## src/duart_sig_regs.svh

```systemverilog
// duart_sig_regs.svh: field positions, reset values and sizes for the dual uart pin-signalling block
// assumes inclusion by bare name from the top module
// Summary of operation
// - A host write while the broadcast bit of the alternate function register is set goes to both channels and channel_select is ignored.
// - The multifunction pin carries receive_ready_n only while alternate function bits [2:1] equal 10.
// - With fifos on, fifo control bit 3 picks single-character signalling at 0 and block mode at 1.
// - Fifo on, block mode off: receive_ready_n is low while the receive fifo holds a byte, high when empty.
// - Block mode: receive_ready_n falls at trigger level or timeout and rises when the receive fifo empties.
// - Fifo off: transmit_ready_n is low while transmit_holding is empty, high while a byte waits.
// - Fifo on, block mode off: transmit_ready_n is low only when the transmit fifo is empty.
// - Block mode: transmit_ready_n is low while the transmit fifo has a free place, high only when full.
// - Without rs-485 mode the transmit interrupt is low with a byte held or fifo above trigger, else high.
// - In rs-485 mode the transmit interrupt goes high only when the whole transmitter is empty.
// - With the fifo on, the receive interrupt is low below the trigger level and high above it.
// - The oscillator clock feeds both baud generators and host bus cycles need no clock.
// - The device is selected only while chip_select_n is 0; channel_select 1 picks channel a, 0 picks b.
// - Auto rs-485 direction control is off after reset and turns on only when feature bit 3 is set.
`ifndef DUART_SIG_REGS_SVH
`define DUART_SIG_REGS_SVH
// alternate function register fields
`define DUART_AFR_BCAST_BIT 0
`define DUART_AFR_MF_LO 1
`define DUART_AFR_MF_HI 2
`define DUART_AFR_MF_RECEIVE_READY_N 2'h2
// fifo control register fields
`define DUART_FCR_EN_BIT 0
`define DUART_FCR_BLOCK_BIT 3
// feature control register fields
`define DUART_FEAT_RS485_BIT 3
// reset values and fifo depth
`define DUART_AFR_RST 8'h00
`define DUART_FCR_RST 8'h00
`define DUART_FEAT_RST 8'h00
`define DUART_FIFO_DEPTH 128
`endif

```

## src/duart_sig_pkg.sv

```systemverilog
// duart_sig_pkg.sv: types shared by the dual uart pin-signalling block
// assumes the constants header sits in the same folder
package duart_sig_pkg;
  // signalling mode of one channel's ready pins
  typedef enum logic [1:0] {
    DUART_MODE_NOFIFO,
    DUART_MODE_SINGLE,
    DUART_MODE_BLOCK
  } duart_mode_t;
endpackage

```

## src/duart_sig.sv

```systemverilog
// duart_sig.sv: ready pins, interrupt pins and write steering for both channels of a dual uart
// assumes fifo levels and status come from same-clock datapath logic; bus strobes arrive async
`timescale 1ns/1ns
`include "duart_sig_regs.svh"
module duart_sig #(
  parameter int DEPTH = `DUART_FIFO_DEPTH,
  parameter int LW = $clog2(DEPTH + 1)
) (
  input wire logic core_clk_in, // 10 mhz clock
  input wire logic rst_n_in, // async reset, low
  input wire logic chip_select_n_in, // host select, pin
  input wire logic channel_select_in, // 1 = channel a, pin
  input wire logic write_n_in, // host write strobe, pin
  input wire logic [7:0] afr_in, // alternate function register (shared)
  input wire logic [7:0] fcr_a_in, // fifo control register a
  input wire logic [7:0] fcr_b_in, // fifo control register b
  input wire logic [7:0] feat_a_in, // feature control register a
  input wire logic [7:0] feat_b_in, // feature control register b
  input wire logic [LW-1:0] rx_lvl_a_in, // receive fifo level a
  input wire logic [LW-1:0] rx_lvl_b_in, // receive fifo level b
  input wire logic [LW-1:0] tx_lvl_a_in, // transmit fifo level a
  input wire logic [LW-1:0] tx_lvl_b_in, // transmit fifo level b
  input wire logic [LW-1:0] rx_trig_a_in, // receive trigger a
  input wire logic [LW-1:0] rx_trig_b_in, // receive trigger b
  input wire logic [LW-1:0] tx_trig_a_in, // transmit trigger a
  input wire logic [LW-1:0] tx_trig_b_in, // transmit trigger b
  input wire logic [1:0] rx_timeout_in, // receive timeout pulse, bit0 = a
  input wire logic [1:0] tsr_empty_in, // shift register empty, bit0 = a
  output logic wr_a_out, // write pulse to channel a
  output logic wr_b_out, // write pulse to channel b
  output logic [1:0] multifunction_pin_out, // receive_ready_n or high, bit0 = a
  output logic [1:0] transmit_ready_n_out, // bit0 = a
  output logic [1:0] receive_ready_n_out, // bit0 = a
  output logic channel_a_irq_out, // low = service needed
  output logic channel_b_irq_out // low = service needed
);
  initial begin
    if (DEPTH < 2 || LW < $clog2(DEPTH + 1)) $error("duart_sig: bad fifo depth or level width");
  end

  // ==========================================================
  // host strobe synchronisers
  // bus cycles need no oscillator; sampling here only times steering pulses
  logic [2:0] bus_s1_r, bus_s2_r, bus_s1_nxt, bus_s2_nxt;
  logic wr_seen_r, wr_seen_nxt;
  logic wr_a_r, wr_b_r, wr_a_nxt, wr_b_nxt;
  logic wr_go;

  always_comb begin
    bus_s1_nxt = {chip_select_n_in, channel_select_in, write_n_in};
    bus_s2_nxt = bus_s1_r;
    // selected write edge: chip select low and write low
    wr_go = !bus_s2_r[2] && !bus_s2_r[0];
    wr_seen_nxt = wr_go;
    wr_a_nxt = 1'b0;
    wr_b_nxt = 1'b0;
    if (wr_go && !wr_seen_r) begin
      if (afr_in[`DUART_AFR_BCAST_BIT]) begin
        wr_a_nxt = 1'b1;
        wr_b_nxt = 1'b1;
      end else begin
        wr_a_nxt = bus_s2_r[1];
        wr_b_nxt = !bus_s2_r[1];
      end
    end
  end

  // strobe registers
  always_ff @(posedge core_clk_in or negedge rst_n_in) begin
    if (!rst_n_in) begin
      bus_s1_r <= 3'h7;
      bus_s2_r <= 3'h7;
      wr_seen_r <= 1'b0;
      wr_a_r <= 1'b0;
      wr_b_r <= 1'b0;
    end else begin
      bus_s1_r <= bus_s1_nxt;
      bus_s2_r <= bus_s2_nxt;
      wr_seen_r <= wr_seen_nxt;
      wr_a_r <= wr_a_nxt;
      wr_b_r <= wr_b_nxt;
    end
  end

  // ==========================================================
  // per-channel pin logic
  logic [LW-1:0] rx_lvl [2];
  logic [LW-1:0] tx_lvl [2];
  logic [LW-1:0] rx_trig [2];
  logic [LW-1:0] tx_trig [2];
  logic [7:0] fifo_control_register [2];
  logic [7:0] feat [2];
  logic [1:0] rxr_r, rxr_nxt, txr_r, txr_nxt, mf_r, mf_nxt, irq_r, irq_nxt;
  duart_sig_pkg::duart_mode_t mode [2];
  logic [1:0] rs485;
  logic [1:0] rx_int, tx_int;

  // gather channel inputs into arrays
  always_comb begin
    rx_lvl[0] = rx_lvl_a_in;
    rx_lvl[1] = rx_lvl_b_in;
    tx_lvl[0] = tx_lvl_a_in;
    tx_lvl[1] = tx_lvl_b_in;
    rx_trig[0] = rx_trig_a_in;
    rx_trig[1] = rx_trig_b_in;
    tx_trig[0] = tx_trig_a_in;
    tx_trig[1] = tx_trig_b_in;
    fifo_control_register[0] = fcr_a_in;
    fifo_control_register[1] = fcr_b_in;
    feat[0] = feat_a_in;
    feat[1] = feat_b_in;
  end

  // next pin values for both channels
  always_comb begin
    for (int c = 0; c < 2; c++) begin
      // mode decode from fifo control
      if (!fifo_control_register[c][`DUART_FCR_EN_BIT]) mode[c] = duart_sig_pkg::DUART_MODE_NOFIFO;
      else if (fifo_control_register[c][`DUART_FCR_BLOCK_BIT]) mode[c] = duart_sig_pkg::DUART_MODE_BLOCK;
      else mode[c] = duart_sig_pkg::DUART_MODE_SINGLE;
      // feature register resets to 0 so direction control starts off
      rs485[c] = feat[c][`DUART_FEAT_RS485_BIT];
      rxr_nxt[c] = rxr_r[c];
      txr_nxt[c] = 1'b1;
      unique case (mode[c])
        duart_sig_pkg::DUART_MODE_NOFIFO: begin
          rxr_nxt[c] = (rx_lvl[c] == '0); // holding register empty reads as high
          txr_nxt[c] = (tx_lvl[c] != '0);
        end
        duart_sig_pkg::DUART_MODE_SINGLE: begin
          rxr_nxt[c] = (rx_lvl[c] == '0);
          txr_nxt[c] = (tx_lvl[c] != '0);
        end
        duart_sig_pkg::DUART_MODE_BLOCK: begin
          // falls at trigger or timeout, rises on empty, else holds
          if (rx_lvl[c] == '0) rxr_nxt[c] = 1'b1;
          else if (rx_lvl[c] >= rx_trig[c] || rx_timeout_in[c]) rxr_nxt[c] = 1'b0;
          txr_nxt[c] = (tx_lvl[c] == LW'(DEPTH));
        end
      endcase
      // multifunction pin as receive ready only for code 10
      if (afr_in[`DUART_AFR_MF_HI:`DUART_AFR_MF_LO] == `DUART_AFR_MF_RECEIVE_READY_N) mf_nxt[c] = rxr_nxt[c];
      else mf_nxt[c] = 1'b1;
      // transmit interrupt condition, active low
      if (mode[c] == duart_sig_pkg::DUART_MODE_NOFIFO) tx_int[c] = (tx_lvl[c] != '0);
      else tx_int[c] = (tx_lvl[c] > tx_trig[c]) && (tx_lvl[c] != '0);
      // rs-485: stay low until the shift register has drained too
      if (rs485[c] && !tx_int[c] && tx_lvl[c] == '0 && !tsr_empty_in[c]) tx_int[c] = 1'b1;
      else if (rs485[c] && !tx_int[c] && tx_lvl[c] != '0) tx_int[c] = 1'b1;
      // receive interrupt: fifo on, low below trigger, high at or above; fifo off, always high
      if (mode[c] == duart_sig_pkg::DUART_MODE_NOFIFO) rx_int[c] = 1'b1;
      else rx_int[c] = (rx_lvl[c] >= rx_trig[c]);
      // pin low when transmit needs service or receive is below trigger
      irq_nxt[c] = !tx_int[c] && rx_int[c];
    end
  end

  // pin registers
  always_ff @(posedge core_clk_in or negedge rst_n_in) begin
    if (!rst_n_in) begin
      rxr_r <= 2'h3;
      txr_r <= 2'h0;
      mf_r <= 2'h3;
      irq_r <= 2'h3;
    end else begin
      rxr_r <= rxr_nxt;
      txr_r <= txr_nxt;
      mf_r <= mf_nxt;
      irq_r <= irq_nxt;
    end
  end

  assign wr_a_out = wr_a_r;
  assign wr_b_out = wr_b_r;
  assign multifunction_pin_out = mf_r;
  assign transmit_ready_n_out = txr_r;
  assign receive_ready_n_out = rxr_r;
  assign channel_a_irq_out = irq_r[0];
  assign channel_b_irq_out = irq_r[1];
endmodule // duart_sig

```

## config.mk

```make
export PLATFORM = sky130hd
export DESIGN_NAME = duart_sig
export DESIGN_NICKNAME = d
export VERILOG_FILES = /design/src/duart_sig_pkg.sv /design/src/duart_sig.sv
export VERILOG_INCLUDE_DIRS = /design/src
export SDC_FILE = /design/constraint.sdc
export NUM_CORES = 1
export LEC_CHECK = 0
export BUFFER_PORTS_ARGS = -buffer_cell sky130_fd_sc_hd__buf_2
export CAP_MARGIN = 20
export CORE_MARGIN = 3
export CORE_UTILIZATION = 38
export DETAILED_ROUTE_END_ITERATION = 8
export GPL_ROUTABILITY_DRIVEN = 0
export PLACE_DENSITY = 0.87
export SKIP_LAST_GASP = 1
export SLEW_MARGIN = 0
export SYNTH_ARGS = -nofsm -noshare
export SYNTH_HDL_FRONTEND = slang
export SYNTH_SLANG_ARGS = --single-unit
export TNS_END_PERCENT = 1
```

## constraint.sdc

```tcl
create_clock -name core_clk_in -period 1.6 [get_ports core_clk_in]
set_input_delay 0.16 -clock core_clk_in [delete_from_list [all_inputs] [get_ports core_clk_in]]
set_output_delay 0.16 -clock core_clk_in [all_outputs]
set_load 0.03 [all_outputs]
```

==> results_dict.tcl <==
set metrics [dict create \
    synth_edf_count 0 \
    gr-total-overflow 0 \
    syn_inst 162 \
    ant_nets 0 \
    swShare_pct 28.2 \
    ys_ff_latch 17 \
    chipWidth_um 67.6 \
    yosysMostFrequentCell "inv_1" \
    synth_common_cells "inv_1 (33), ha_1 (32), dfstp_2 (12)" \
    reg2regPathDepth 3 \
    clock_path_buffers 2 \
    nNetsFinal 409 \
    clockRootBuffer "clkbuf_8" \
    maxCapViolCount 0 \
    drive_gt1_share_pct 43.0 \
    postCtsSetupRepairBufs 0 \
    synthMuxAreaShare_pct 0 \
    cp_num_buf_inv 2 \
    syn-num-nets 307 \
    dp_slack_ns -0.0264 \
    clk_latency_ns 0.24 \
    worstPathRequired_ns 1.77 \
    grt_max_degree 18 \
    synth_warnings 0 \
    ir_drop_v 0.000231 \
    path_clk_slew_ns 0.06 \
    num_vias 1452 \
    diodes 0 \
    cp.arrival_ns 1.52 \
    clock-sinks 17 \
    yosysUniqueCellTypes 23 \
    fin_crit_sh_pct 84.5 \
    track_usage_pct 15.5 \
    min_period_ns 1.35 \
    setup_viol 0 \
    p_int_w 0.000818 \
    io_pins 123 \
    synth_top_area_share_pct 27.8 \
    fin_skew_ns 0.000689 \
    dieHeight_um 67.6 \
    pwr-share-clk_pct 26.5 \
    synth_top_family_by_area "adder cells" \
    timing.critical_path.fanout_max 2 \
    leakage_nw 1.15 \
    r2r_slack_ns 0.39 \
    hp-class "input pin to register" \
    initial_core_util_pct 41.3 \
    cp_cell_sequence "buf_2 > inv_1 > ha_1 > nand2_1 > nor3_2 > a21oi_1 > a22o_2 > or3b_1" \
    slowest_stage "or3b_1" \
    status "finished, final reports clean" \
    crit_family "simple AND/OR/NAND/NOR gates" \
    synth_area_per_cell_um2 8.91 \
    drc 0 \
    cp-start-kind "input pin" \
    max_stage_delay_ns 0.38 \
    post-route-util_pct 58.9 \
    first_pass_iters 4 \
    synth_simple_gate_area_share_pct 20.2 \
    fillCellCount 347 \
    syn_to_final_growth_pct 42.6 \
    vias_per_cell 4.70 \
    switchingPower_w 0.000321 \
    core_area_um2 3490 \
    antenna_found_initial 0 \
    final_area_um2 2060 \
    finalHoldViolCount 0 \
    fin_ws_ns 0.248 \
    cts_tree "yes" \
    rows 21 \
    die-area_um2 4570 \
    hold-path-cell-count 2 \
    worst-setup-path-type "input pin to register" \
    max_freq_ghz 0.740 \
    end_kind "register" \
    post_drt_wl_per_cell_um 11.3 \
    slew_headroom_pct 70.9 \
    syn-cell-area_um2 1440 \
    async_reset_ff_share_pct 100 \
    tightest_slew_ns 0.426 \
    path_depth 8 \
    power_density_nw_per_um2 554 \
    rsz0062_at_grt "no" \
    slew_violations 0 \
    p_seq_share_pct 41.4 \
    cts_made_buffers 3 \
    synth_compound_area_share_pct 12.9 \
    placed_area_um2 1970 \
    io_buffers 91 \
    yosysTopAreaCell "ha_1" \
    hpwlAfterDp_um 3190 \
    p_total_w 0.00114 \
    wl_um 3500 \
    grt_pass1_wl_um 5440 \
    synth_xor_area_share_pct 0 \
    first_iter_violations 37 \
    grt_pass1_vias 1384 \
    yosys-top-cells-area "ha_1 (28%), dfstp_2 (22%), dfrtp_1 (8.7%)" \
    htreeDepth 1 \
    synth-adder-area-share_pct 27.8 \
    ys.flop_type "dfstp_2" \
    seq_area_frac_synth_pct 30.5 \
    combPwrFrac_pct 32.1 \
]
per-layer routing:
| layer | track usage [%] | wire length [µm] | up-vias |
|---|---|---|---|
| li1 | - | - | 773 |
| met1 | 16.5 | 1410 | 630 |
| met2 | 30.0 | 1870 | 49 |
| met3 | 3.83 | 222 | 0 |
| met4 | 3.80 | 0 | 0 |
| met5 | 0 | 0 | - |
layout make-up:
class                      instances  area [µm²]  area share (%)
clock inverter                     1        5.00           0.243
tap                               46        57.6            2.80
inverter                          33         124            6.02
sequential                        17         440            21.4
timing repair buffer              97         510            24.8
clock buffer                       3        41.3            2.01
multi-input combinational        112         878            42.7
metrics by stage:
stage	instances	hold slack, ns	TNS [ns]
detailed placement	301	0.0852	-0.0308
floorplan	162	-0.136	0
global route	309	0.0980	0
CTS	306	0.00197	0
global placement	301	0.0852	0
finish	309	0.103	0
state kept, by name (all words and copies together), names as in the netlist, 2 cells and up:
signal and cells:
transmit_ready_n_out 2, multifunction_pin_out 2, bus_s2_r 3, bus_s1_r 3, irq_r 2, receive_ready_n_out 2
cells by family (layout without fill, tap and decap cells):
| family | count (synthesis) | count (layout) |
|---|---|---|
| AOI/OAI and AO/OA | 29 | 29 |
| buffers and inverters | 33 | 134 |
| and+or+nand+nor | 51 | 51 |
| DFF | 17 | 17 |
| adders and majority gates | 32 | 32 |
cell usage in the layout (no fill, tap or decap):
master	count
or3b_1	2
a21oi_1	6
a22oi_1	2
a31oi_1	2
and4b_1	2
buf_2	91
nand3b_1	2
o21a_1	2
a2111oi_0	1
o21ai_0	8
nand4_1	4
clkinv_2	1
nand2_1	8
buf_4	2
nand2b_1	2
dfstp_2	12
nor2b_1	6
nor4_1	7
nor2_1	8
a22o_2	2
a211oi_1	6
inv_1	33
nor3_1	8
clkbuf_8	3
dfrtp_1	5
dlygate4sd3_1	4
ha_1	32
nor3_2	2
path summary, 6_finish.rpt:
path / to / start
max: multifunction_pin_out[1]$_DFF_PN1_ / rx_trig_b_in[7]
min: irq_r[1]$_DFF_PN1_ / fcr_b_in[0]
max reg2reg: multifunction_pin_out[1]$_DFF_PN1_ / receive_ready_n_out[1]$_DFF_PN1_
min reg2reg: bus_s2_r[0]$_DFF_PN1_ / bus_s1_r[0]$_DFF_PN1_
max in group asynchronous: bus_s2_r[0]$_DFF_PN1_ / rst_n_in
min in group asynchronous: transmit_ready_n_out[1]$_DFF_PN0_ / rst_n_in
what timing repair did:
item	in CTS	in global routing
endpoints found under the setup margin	0	0
hold endpoints to repair	5	3
resized for setup	0	0
hold buffers	1	3
power by group through the flow:
stage	sequential, W	clock [W]	combinational (W)
6_report	0.000471	0.000302	0.000366
3_5_place_dp	0.000478	0	0.000361
2_1_floorplan	0.000505	0	0.000155
4_1_cts	0.000472	0.000323	0.000366
5_1_grt	0.000474	0.000350	0.000425
3_3_place_gp	0.000477	0	0.000349
(Power assumes the default switching activity.)
